## src/design/wor_pkg.sv

```systemverilog
// Package with the constants and types of the write-once option register block.
// Behaviour
// - Only first write after reset is stored; code stores the first one with byte lane 0 enabled.
// - Reset clears every option bit to zero.
// - Register decoded at index 1F, always readable.
// - Alignment bit one selects edge-aligned PWM.
// - Low-side polarity bit one means negative.
// - High-side polarity bit one means negative.
// - Pairing bit one gives six independent outputs.
// - Undervoltage reset enable passes monitor reset.
// - Monitor power bit powers the undervoltage monitor.
// - Halt enable stored write-once, no effect.
// - Watchdog disable bit one disables watchdog.
// - Trip only after nine consecutive low cycles.
// - Hold reset until low-supply indication clears.
// - Watchdog disable output follows stored bit.
package wor_pkg;

  // Bus geometry.
  localparam int unsigned ADDR_W = 8;
  localparam int unsigned DATA_W = 32;

  // Register indices; the byte address is four times the index.
  localparam logic [5:0] OPT_IDX  = 6'h1F;
  localparam logic [5:0] STAT_IDX = 6'h20;

  // Reset value of the option register.
  localparam logic [7:0] OPT_RESET = 8'h00;

  // Status register field positions.
  localparam int unsigned STAT_WRITTEN_BIT = 0;
  localparam int unsigned STAT_HOLD_BIT    = 1;

  // Bus responses.
  localparam logic [1:0] RESP_OKAY   = 2'h0;
  localparam logic [1:0] RESP_DECERR = 2'h3;

  // Consecutive processor cycles of low supply needed before a trip.
  localparam logic [3:0] UV_TRIP_CYCLES = 4'h9;

  // Layout of the option register, bit 7 first.
  typedef struct packed {
    logic edge_align;
    logic low_side_polarity;
    logic high_side_polarity;
    logic output_pairing_select;
    logic undervoltage_reset_enable;
    logic undervoltage_monitor_power;
    logic halt_enable;
    logic watchdog_disable;
  } wor_opt_t;

endpackage : wor_pkg

```

## src/design/wor_option_reg.sv

```systemverilog
// Write-once system option register with an AXI4-Lite slave and undervoltage monitor.
`timescale 1ns/1ns
module wor_option_reg
  import wor_pkg::*;
(
  input  wire logic              aclk,
  input  wire logic              aresetn,
  input  wire logic [ADDR_W-1:0] s_axi_awaddr,
  input  wire logic [2:0]        s_axi_awprot,
  input  wire logic              s_axi_awvalid,
  output wire logic              s_axi_awready,
  input  wire logic [DATA_W-1:0] s_axi_wdata,
  input  wire logic [3:0]        s_axi_wstrb,
  input  wire logic              s_axi_wvalid,
  output wire logic              s_axi_wready,
  output wire logic [1:0]        s_axi_bresp,
  output wire logic              s_axi_bvalid,
  input  wire logic              s_axi_bready,
  input  wire logic [ADDR_W-1:0] s_axi_araddr,
  input  wire logic [2:0]        s_axi_arprot,
  input  wire logic              s_axi_arvalid,
  output wire logic              s_axi_arready,
  output wire logic [DATA_W-1:0] s_axi_rdata,
  output wire logic [1:0]        s_axi_rresp,
  output wire logic              s_axi_rvalid,
  input  wire logic              s_axi_rready,
  input  wire logic              low_supply_pin,
  output wire logic              pwm_edge_align,
  output wire logic              low_side_polarity,
  output wire logic              high_side_polarity,
  output wire logic              output_pairing_select,
  output wire logic              undervoltage_monitor_power,
  output wire logic              watchdog_disable,
  output wire logic              undervoltage_reset
);

  // All state of the register bank and its bus slave.
  typedef struct packed {
    wor_opt_t          opt;
    logic              written;
    logic              aw_rdy;
    logic              w_rdy;
    logic              aw_have;
    logic              w_have;
    logic [5:0]        aw_idx;
    logic [7:0]        w_byte;
    logic              w_lane0;
    logic              bvalid;
    logic [1:0]        bresp;
    logic              ar_rdy;
    logic              rvalid;
    logic [DATA_W-1:0] rdata;
    logic [1:0]        rresp;
  } wor_regs_t;

  localparam wor_regs_t REGS_RST = '{
    opt:     wor_opt_t'(OPT_RESET),
    written: 1'b0,
    aw_rdy:  1'b1,
    w_rdy:   1'b1,
    aw_have: 1'b0,
    w_have:  1'b0,
    aw_idx:  6'h00,
    w_byte:  8'h00,
    w_lane0: 1'b0,
    bvalid:  1'b0,
    bresp:   RESP_OKAY,
    ar_rdy:  1'b1,
    rvalid:  1'b0,
    rdata:   32'h0000_0000,
    rresp:   RESP_OKAY
  };

  wor_regs_t q;
  wor_regs_t d;
  logic      uv_hold;

  // Handshakes on the AW, W and AR channels, and both write halves held.
  logic aw_fire;
  logic w_fire;
  logic ar_fire;
  logic wr_go;

  assign aw_fire = s_axi_awvalid && q.aw_rdy;
  assign w_fire  = s_axi_wvalid && q.w_rdy;
  assign ar_fire = s_axi_arvalid && q.ar_rdy;
  assign wr_go   = q.aw_have && q.w_have;

  // Next state: bus channels, write-once store and read decode.
  always_comb begin
    d = q;

    // Take the write address; hold it until the response is accepted.
    if (aw_fire) begin
      d.aw_have = 1'b1;
      d.aw_rdy  = 1'b0;
      d.aw_idx  = s_axi_awaddr[ADDR_W-1:2];
    end

    // Take the write data; only the low byte lane matters.
    if (w_fire) begin
      d.w_have  = 1'b1;
      d.w_rdy   = 1'b0;
      d.w_byte  = s_axi_wdata[7:0];
      d.w_lane0 = s_axi_wstrb[0];
    end

    // Both halves present: perform the write and raise the response.
    if (wr_go) begin
      d.aw_have = 1'b0;
      d.w_have  = 1'b0;
      d.bvalid  = 1'b1;
      d.bresp   = RESP_OKAY;
      if (q.aw_idx == OPT_IDX) begin
        // Later writes are answered normally but change nothing.
        if (!q.written && q.w_lane0) begin
          d.opt     = wor_opt_t'(q.w_byte);
          d.written = 1'b1;
        end
      end else if (q.aw_idx == STAT_IDX) begin
        d.bresp = RESP_OKAY; // Status is read-only; writes are dropped.
      end else begin
        d.bresp = RESP_DECERR;
      end
    end

    // Response accepted: reopen both write channels.
    if (q.bvalid && s_axi_bready) begin
      d.bvalid = 1'b0;
      d.aw_rdy = 1'b1;
      d.w_rdy  = 1'b1;
    end

    // Read address taken: return data on the next cycle.
    if (ar_fire) begin
      d.ar_rdy = 1'b0;
      d.rvalid = 1'b1;
      d.rresp  = RESP_OKAY;
      d.rdata  = 32'h0000_0000;
      if (s_axi_araddr[ADDR_W-1:2] == OPT_IDX) begin
        d.rdata[7:0] = q.opt;
      end else if (s_axi_araddr[ADDR_W-1:2] == STAT_IDX) begin
        d.rdata[STAT_WRITTEN_BIT] = q.written;
        d.rdata[STAT_HOLD_BIT]    = uv_hold;
      end else begin
        d.rresp = RESP_DECERR;
      end
    end

    // Read data accepted: reopen the read address channel.
    if (q.rvalid && s_axi_rready) begin
      d.rvalid = 1'b0;
      d.ar_rdy = 1'b1;
    end
  end

  // Register the state; reset clears every option bit and the written flag.
  always_ff @(posedge aclk) begin
    if (!aresetn) begin
      q <= REGS_RST;
    end else begin
      q <= d;
    end
  end

  // Bus outputs come straight from the state register.
  assign s_axi_awready = q.aw_rdy;
  assign s_axi_wready  = q.w_rdy;
  assign s_axi_bvalid  = q.bvalid;
  assign s_axi_bresp   = q.bresp;
  assign s_axi_arready = q.ar_rdy;
  assign s_axi_rvalid  = q.rvalid;
  assign s_axi_rdata   = q.rdata;
  assign s_axi_rresp   = q.rresp;

  // Option controls to the motor PWM, monitor and watchdog.
  assign pwm_edge_align             = q.opt.edge_align;
  assign low_side_polarity          = q.opt.low_side_polarity;
  assign high_side_polarity         = q.opt.high_side_polarity;
  assign output_pairing_select      = q.opt.output_pairing_select;
  assign undervoltage_monitor_power = q.opt.undervoltage_monitor_power;
  assign watchdog_disable           = q.opt.watchdog_disable;

  // Undervoltage filter; its reset request is gated by both enables.
  wor_uv_monitor u_uv_monitor (
    .aclk           (aclk),
    .aresetn        (aresetn),
    .low_supply_pin (low_supply_pin),
    .monitor_power  (q.opt.undervoltage_monitor_power),
    .reset_enable   (q.opt.undervoltage_reset_enable),
    .reset_request  (uv_hold)
  );

  assign undervoltage_reset = uv_hold;

  // Helper: a write that lands on the option register with lane 0 enabled.
  logic opt_write_now;
  assign opt_write_now = wr_go && (q.aw_idx == OPT_IDX) && q.w_lane0;

  // Helpers: the write that uses up the single allowed write, and the index of a read request.
  logic       opt_first_write;
  logic [5:0] ar_idx;
  assign opt_first_write = opt_write_now && !q.written;
  assign ar_idx          = s_axi_araddr[ADDR_W-1:2];

  // Once written, the option bits never change until reset.
  a_opt_frozen: assert property (@(posedge aclk) disable iff (!aresetn)
    q.written |=> $stable(q.opt))
    else $error("Option bits changed after the single write.");

  // The first write stores the low data byte and sets the flag.
  a_first_write: assert property (@(posedge aclk) disable iff (!aresetn)
    (opt_write_now && !q.written) |=> (q.written && (q.opt == $past(q.w_byte))))
    else $error("First option write not stored.");

  // The written flag is sticky until reset.
  a_written_sticky: assert property (@(posedge aclk) disable iff (!aresetn)
    q.written |=> q.written)
    else $error("Written flag cleared without reset.");

  // Reset clears the option bits and the flag.
  a_reset_clears: assert property (@(posedge aclk)
    !aresetn |=> ((q.opt == wor_opt_t'(OPT_RESET)) && !q.written))
    else $error("Reset did not clear the option register.");

  // A read of the option register returns its contents the next cycle.
  a_read_option: assert property (@(posedge aclk) disable iff (!aresetn)
    (ar_fire && (s_axi_araddr[ADDR_W-1:2] == OPT_IDX))
      |=> (s_axi_rvalid && (s_axi_rdata == {24'h00_0000, $past(q.opt)}) && (s_axi_rresp == RESP_OKAY)))
    else $error("Option read returned wrong data.");

  // Until the write happens every control sits at its zero setting.
  a_defaults_hold: assert property (@(posedge aclk) disable iff (!aresetn)
    !q.written |-> ({pwm_edge_align, low_side_polarity, high_side_polarity, output_pairing_select,
                     undervoltage_monitor_power, watchdog_disable} == 6'h00))
    else $error("Option control active before the register was written.");

  // The watchdog disable output tracks its stored bit across a write.
  a_watchdog_follow: assert property (@(posedge aclk) disable iff (!aresetn)
    (opt_write_now && !q.written) |=> (watchdog_disable == $past(q.w_byte[0])))
    else $error("Watchdog disable output does not follow the stored bit.");

  // The write response holds until accepted.
  a_bresp_hold: assert property (@(posedge aclk) disable iff (!aresetn)
    (s_axi_bvalid && !s_axi_bready) |=> (s_axi_bvalid && $stable(s_axi_bresp)))
    else $error("Write response dropped before acceptance.");

  // The edge alignment pin takes bit 7 of the first stored byte.
  a_edge_follow: assert property (@(posedge aclk) disable iff (!aresetn)
    opt_first_write |=> (pwm_edge_align == $past(q.w_byte[7])))
    else $error("Edge alignment output does not follow bit 7.");

  // The low-side polarity pin takes bit 6.
  a_low_follow: assert property (@(posedge aclk) disable iff (!aresetn)
    opt_first_write |=> (low_side_polarity == $past(q.w_byte[6])))
    else $error("Low-side polarity output does not follow bit 6.");

  // The high-side polarity pin takes bit 5.
  a_high_follow: assert property (@(posedge aclk) disable iff (!aresetn)
    opt_first_write |=> (high_side_polarity == $past(q.w_byte[5])))
    else $error("High-side polarity output does not follow bit 5.");

  // The output pairing pin takes bit 4.
  a_pair_follow: assert property (@(posedge aclk) disable iff (!aresetn)
    opt_first_write |=> (output_pairing_select == $past(q.w_byte[4])))
    else $error("Output pairing select does not follow bit 4.");

  // The undervoltage reset enable is stored from bit 3.
  a_uv_enable_stored: assert property (@(posedge aclk) disable iff (!aresetn)
    opt_first_write |=> (q.opt.undervoltage_reset_enable == $past(q.w_byte[3])))
    else $error("Undervoltage reset enable not stored from bit 3.");

  // The monitor power pin takes bit 2.
  a_power_follow: assert property (@(posedge aclk) disable iff (!aresetn)
    opt_first_write |=> (undervoltage_monitor_power == $past(q.w_byte[2])))
    else $error("Monitor power output does not follow bit 2.");

  // The halt enable is stored from bit 1 and drives no pin.
  a_halt_stored: assert property (@(posedge aclk) disable iff (!aresetn)
    opt_first_write |=> (q.opt.halt_enable == $past(q.w_byte[1])))
    else $error("Halt enable not stored from bit 1.");

  // Outside the first write the option bits never move.
  a_opt_only_first: assert property (@(posedge aclk) disable iff (!aresetn)
    !opt_first_write |=> $stable(q.opt))
    else $error("Option bits changed without a first write.");

  // A write without lane 0 neither stores nor uses up the single write.
  a_lane_gate: assert property (@(posedge aclk) disable iff (!aresetn)
    (wr_go && (q.aw_idx == OPT_IDX) && !q.w_lane0) |=> ($stable(q.opt) && $stable(q.written)))
    else $error("Option write without lane 0 had an effect.");

  // The written flag is only ever set by a stored write.
  a_written_cause: assert property (@(posedge aclk) disable iff (!aresetn)
    $rose(q.written) |-> $past(opt_first_write))
    else $error("Written flag set without an option write.");

  // Later writes are answered normally and leave the bits alone.
  a_later_write_okay: assert property (@(posedge aclk) disable iff (!aresetn)
    (wr_go && (q.aw_idx == OPT_IDX) && q.written)
      |=> (s_axi_bvalid && (s_axi_bresp == RESP_OKAY) && $stable(q.opt)))
    else $error("Later option write not answered normally.");

  // The status word reports the written flag and the undervoltage hold.
  a_status_read: assert property (@(posedge aclk) disable iff (!aresetn)
    (ar_fire && (ar_idx == STAT_IDX)) |=> (s_axi_rdata == {30'h0, $past(uv_hold), $past(q.written)}))
    else $error("Status read returned wrong data.");

  // A read outside the map is refused with zero data.
  a_decode_error: assert property (@(posedge aclk) disable iff (!aresetn)
    (ar_fire && (ar_idx != OPT_IDX) && (ar_idx != STAT_IDX))
      |=> ((s_axi_rresp == RESP_DECERR) && (s_axi_rdata == 32'h0000_0000)))
    else $error("Unmapped read not refused.");

  // A write outside the map is refused.
  a_write_decerr: assert property (@(posedge aclk) disable iff (!aresetn)
    (wr_go && (q.aw_idx != OPT_IDX) && (q.aw_idx != STAT_IDX)) |=> (s_axi_bresp == RESP_DECERR))
    else $error("Unmapped write not refused.");

  // Read data holds until accepted.
  a_rvalid_hold: assert property (@(posedge aclk) disable iff (!aresetn)
    (s_axi_rvalid && !s_axi_rready) |=> (s_axi_rvalid && $stable(s_axi_rdata) && $stable(s_axi_rresp)))
    else $error("Read data dropped before acceptance.");

  // The write channels stay closed while a response is pending.
  a_aw_closed: assert property (@(posedge aclk) disable iff (!aresetn)
    s_axi_bvalid |-> (!s_axi_awready && !s_axi_wready))
    else $error("Write channel open during a pending response.");

  // The read address channel stays closed while read data is pending.
  a_ar_closed: assert property (@(posedge aclk) disable iff (!aresetn)
    s_axi_rvalid |-> !s_axi_arready)
    else $error("Read channel open during pending read data.");

  // A complete write is answered on the next cycle.
  a_bvalid_after_write: assert property (@(posedge aclk) disable iff (!aresetn)
    wr_go |=> s_axi_bvalid)
    else $error("Write response missing after a complete write.");

  // The main scenarios.
  c_first_write: cover property (@(posedge aclk) disable iff (!aresetn) opt_write_now && !q.written);
  c_second_write: cover property (@(posedge aclk) disable iff (!aresetn) opt_write_now && q.written);
  c_read_option: cover property (@(posedge aclk) disable iff (!aresetn)
    ar_fire && (s_axi_araddr[ADDR_W-1:2] == OPT_IDX));
  c_lane_skip: cover property (@(posedge aclk) disable iff (!aresetn) wr_go && (q.aw_idx == OPT_IDX) && !q.w_lane0);

endmodule : wor_option_reg

```

## src/design/wor_uv_monitor.sv

```systemverilog
// Undervoltage monitor filter that raises and holds the system reset request.
`timescale 1ns/1ns
module wor_uv_monitor
  import wor_pkg::*;
(
  input  wire logic aclk,
  input  wire logic aresetn,
  input  wire logic low_supply_pin,
  input  wire logic monitor_power,
  input  wire logic reset_enable,
  output wire logic reset_request
);

  // All state of the filter.
  typedef struct packed {
    logic       sync_meta;
    logic       sync_low;
    logic [3:0] cnt;
    logic       hold;
  } wor_uv_state_t;

  localparam wor_uv_state_t UV_RST = '{sync_meta: 1'b0, sync_low: 1'b0, cnt: 4'h0, hold: 1'b0};

  wor_uv_state_t q;
  wor_uv_state_t d;

  // Synchronise the pin, count consecutive low cycles and hold the reset.
  always_comb begin
    d           = q;
    d.sync_meta = low_supply_pin;
    d.sync_low  = q.sync_meta;
    if (q.hold) begin
      d.cnt = 4'h0;
      if (!q.sync_low) begin
        d.hold = 1'b0;
      end
    end else if (monitor_power && reset_enable && q.sync_low) begin
      if (q.cnt == (UV_TRIP_CYCLES - 4'h1)) begin
        d.hold = 1'b1;
        d.cnt  = 4'h0;
      end else begin
        d.cnt = q.cnt + 4'h1;
      end
    end else begin
      d.cnt = 4'h0; // A single good cycle restarts the count.
    end
  end

  // Register the filter state.
  always_ff @(posedge aclk) begin
    if (!aresetn) begin
      q <= UV_RST;
    end else begin
      q <= d;
    end
  end

  assign reset_request = q.hold;

  // The trip follows a full run of nine enabled low cycles.
  a_trip_on_nine: assert property (@(posedge aclk) disable iff (!aresetn)
    $rose(q.hold) |-> $past(monitor_power && reset_enable && q.sync_low, 1)
      && $past(monitor_power && reset_enable && q.sync_low, 9))
    else $error("Undervoltage trip without nine low cycles.");

  // No trip while either enable is off.
  a_trip_blocked: assert property (@(posedge aclk) disable iff (!aresetn)
    (!q.hold && !(monitor_power && reset_enable)) |=> !q.hold)
    else $error("Undervoltage trip while monitor or its reset is disabled.");

  // The hold stays while the supply is low and drops once it clears.
  a_hold_release: assert property (@(posedge aclk) disable iff (!aresetn)
    q.hold |=> (q.hold == $past(q.sync_low)))
    else $error("Undervoltage hold not tied to the low-supply indication.");

  // A trip is seen.
  c_uv_trip: cover property (@(posedge aclk) disable iff (!aresetn) $rose(q.hold));

endmodule : wor_uv_monitor

```

## config.mk

```make
export PLATFORM = sky130hd
export DESIGN_NAME = wor_option_reg
export DESIGN_NICKNAME = d
export VERILOG_FILES = /design/src/design/wor_pkg.sv /design/src/design/wor_option_reg.sv /design/src/design/wor_uv_monitor.sv
export SDC_FILE = /design/constraint.sdc
export NUM_CORES = 1
export LEC_CHECK = 0
export ABC_AREA = 0
export BUFFER_PORTS_ARGS = -buffer_cell sky130_fd_sc_hd__buf_2
export CORE_MARGIN = 5
export CORE_UTILIZATION = 30
export CTS_CLUSTER_DIAMETER = 30
export CTS_CLUSTER_SIZE = 10
export DETAILED_ROUTE_END_ITERATION = 12
export PLACE_DENSITY = 0.55
export SLEW_MARGIN = 40
export SYNTH_ARGS = -nofsm -noshare
export SYNTH_HDL_FRONTEND = slang
export SYNTH_SLANG_ARGS = --single-unit
```

## constraint.sdc

```tcl
create_clock -name aclk -period 3.61 [get_ports aclk]
set_input_delay 0.1805 -clock aclk [delete_from_list [all_inputs] [get_ports aclk]]
set_output_delay 0.1805 -clock aclk [all_outputs]
set_load 0.01 [all_outputs]
```

==> reports/metrics.csv <==
stage;metric;value;unit
route;Post-route DRC;0;
synthesis;Mapped Avg Cell Area;8.61;µm²
timing;setup_tns;0;ns
clock_network;clk buf depth;2;
die;num rows;31;
power;power share of the sequential group;59.4;%
route;routed wire length;4350;µm
worst_hold_path;Hold Crit Class;in -> reg;
synthesis;cell area after synthesis;2190;µm²
setup_path;crit-path max FO;4;
setup_path;crit path capture type;flip-flop;
global_route;GRT Overall Usage;9.81;%
power;Logic pwr share;10.2;%
setup_path;largest stage delay on the critical path;0.51;ns
setup_path;worst path bufs/invs;1;
layout;Top reg by flops;q;
placed_design;DP Wirelength;3270;µm
layout;number of flip-flops in the largest register;20;
global_route;global-route wire length before repair;7130;µm
clock_network;Resized cells post-CTS;0;
setup_path;Worst path slowest cell;or4_4;
timing;Max Slew Vio Count;0;
clock_network;Worst-path clk slew;0.08;ns
placed_design;GP Congestion;0.724;
global_route;largest net degree at the start of global routing;54;
global_route;vias in the first global route;1537;
layout;area delta synth->final;10.8;%
route;ANT nets after route;0;
timing;final setup fails;0;
clock_network;CTS Sinks;48;
setup_path;critical path class;reg -> reg;
timing;Tcrit/Tclk final;41.7;%
layout;nets;356;
setup_path;worst path cell trace;inv_1, ha_1, and3b_1, or4_4, nor2_1;
power;Pint;0.718;mW
run;Max-cap violations;0;
timing;Max Freq;665;MHz
setup_path;crit-path leading delay family;simple AND/OR/NAND/NOR gates;
timing;final hold viol count;0;
timing;slew at the pin closest to its max-slew limit;0.783;ns
layout;commonest non-fill, non-tap cell in the layout;nand2_1;
setup_path;R2R Setup Slk;2.11;ns
timing;relative slew slack;47.8;%
layout;most frequent cells in the layout;55 x nand2_1, 52 x buf_2, 48 x dfxtp_1;
synthesis;Top FF cell, synth;dfxtp_1;
clock_network;setup bufs post-CTS;0;
power;Peak VDD IR;132;µV
synthesis;post-synthesis sequential area ratio;43.9;%
setup_path;Critical Path Source Type;flip-flop;
route;Pre-antenna DRT Iters;4;
timing;PnR worst setup slack;2.11;ns
synthesis;Cells after Synth;254;
die;CORE AREA;7180;µm²
synthesis;post-synth cell types;30;
timing;RSZ-0062 raised after global routing;no;
power;PwrDens;391;nW/µm²
clock_network;H-tree Lvls;2;
clock_network;CTS tree;built;
timing;Worst Clk Skew;0.00389;ns
power;Leak;1.02;nW
run_status;run status;complete, no violations;
clock_network;cts hold-fix bufs;0;
power;Clock power frac;30.4;%
route;DR vias;1596;
route;DRT iter0 DRCs;75;
global_route;GRT overflow;0;
synthesis;#FFs+latches synth;48;
clock_network;Num CTS Buffers;5;
die;Die Width;95.4;µm
power;Switching Share;24.1;%
synthesis;yosys warns;0;
setup_path;Crit path required time;3.83;ns
global_route;initial antenna violation count;0;
die;area of the die;9100;µm²
layout;final core utilization;33.8;%
clock_network;clock root buffer master;clkbuf_8;
placed_design;Buffers on Ports;52;
clock_network;worst-skew pair later-pin latency;0.28;ns
route;DR WL/cell;11.3;µm
die;Ports;114;
die;initial core utilization;30.5;%
layout;diodes inserted;0;
power;NetSw;0.229;mW
layout;layout cells sized above 1;21.2;%
placed_design;dpl ws;1.81;ns
die;Die H;95.4;µm
synthesis;asr flop ratio synth;0;%
setup_path;CP arrival;1.73;ns
timing;min Tclk post-route;1.50;ns
route;DR vias/cell;4.12;
synthesis;number of synthesized flops with an enable pin;0;
[worst paths after layout]
check / cells after the start / start / end
min reg2reg: 1 / u_uv_monitor.d[5] / u_uv_monitor.q[5]
min: 2 / s_axi_wvalid / s_axi_wready
max: 5 / u_uv_monitor.q[1] / u_uv_monitor.q[4]
max reg2reg: 5 / u_uv_monitor.q[1] / u_uv_monitor.q[4]
[layer usage]
metal	routed length [µm]	up-vias	share of wire (%)	GRT usage, %
met2	1810	52	42	14.9
li1	-	846	-	-
met3	331	2	7.6	2.45
met4	46	0	1.1	3.20
met5	0	-	0	0
met1	2170	696	50	13.6
[area by class of cell]
| type | instances | area [µm²] |
|---|---|---|
| inverter | 5 | 18.8 |
| multi-input combinational | 175 | 975 |
| tap | 99 | 124 |
| clock buffer | 6 | 72.6 |
| timing repair buffer | 53 | 268 |
| sequential | 48 | 961 |
| fill | 771 | 4750 |
| clock inverter | 1 | 5.00 |
[metrics by stage]
step | area [µm²] | hold slack, ns | total power [mW] | std cells
2_1_floorplan | 2270 | 0.281 | 0.662 | 277
3_3_place_gp | 2350 | 0.390 | 0.671 | 380
3_5_place_dp | 2350 | 0.398 | 0.673 | 380
4_1_cts | 2420 | 0.0834 | 0.967 | 387
5_1_grt | 2420 | 0.105 | 1.01 | 387
6_report | 2420 | 0.0957 | 0.947 | 387
[cell families after synthesis]
| kind of cell | after synthesis | share of synthesized area, % |
|---|---|---|
| buf+inv | 54 | 15.7 |
| other cells | 1 | 0.171 |
| flops | 48 | 43.9 |
| mux | 12 | 5.49 |
| compound gates | 35 | 11.1 |
| simple gates | 100 | 21.6 |
| xor+xnor | 2 | 0.801 |
| fa+ha+maj | 2 | 1.14 |
[synth_stat cells (2+ instances only)]
cell type | number | area [µm²]
nand2b_1 | 4 | 25.0
inv_1 | 5 | 18.8
nand2_1 | 55 | 206
nand3_1 | 12 | 60.1
nor2_1 | 6 | 22.5
mux2i_1 | 12 | 120
a21oi_1 | 2 | 10.0
clkbuf_1 | 10 | 37.5
o21ai_0 | 5 | 25.0
buf_4 | 37 | 278
and2_1 | 9 | 56.3
dfxtp_1 | 48 | 961
ha_1 | 2 | 25.0
nand4_1 | 7 | 43.8
buf_2 | 2 | 10.0
a31oi_1 | 3 | 18.8
a21boi_0 | 22 | 165
[power by group through the flow]
stage                     combinational, mW  sequential (mW)  clock, mW
after floorplan                      0.0891            0.573          0
after global placement               0.0968            0.574          0
after detailed placement             0.0973            0.575          0
after CTS                            0.0975            0.563      0.307
after global routing                  0.111            0.566      0.330
final                                0.0966            0.562      0.288
No activity file was read; power rests on OpenSTA's default activity.
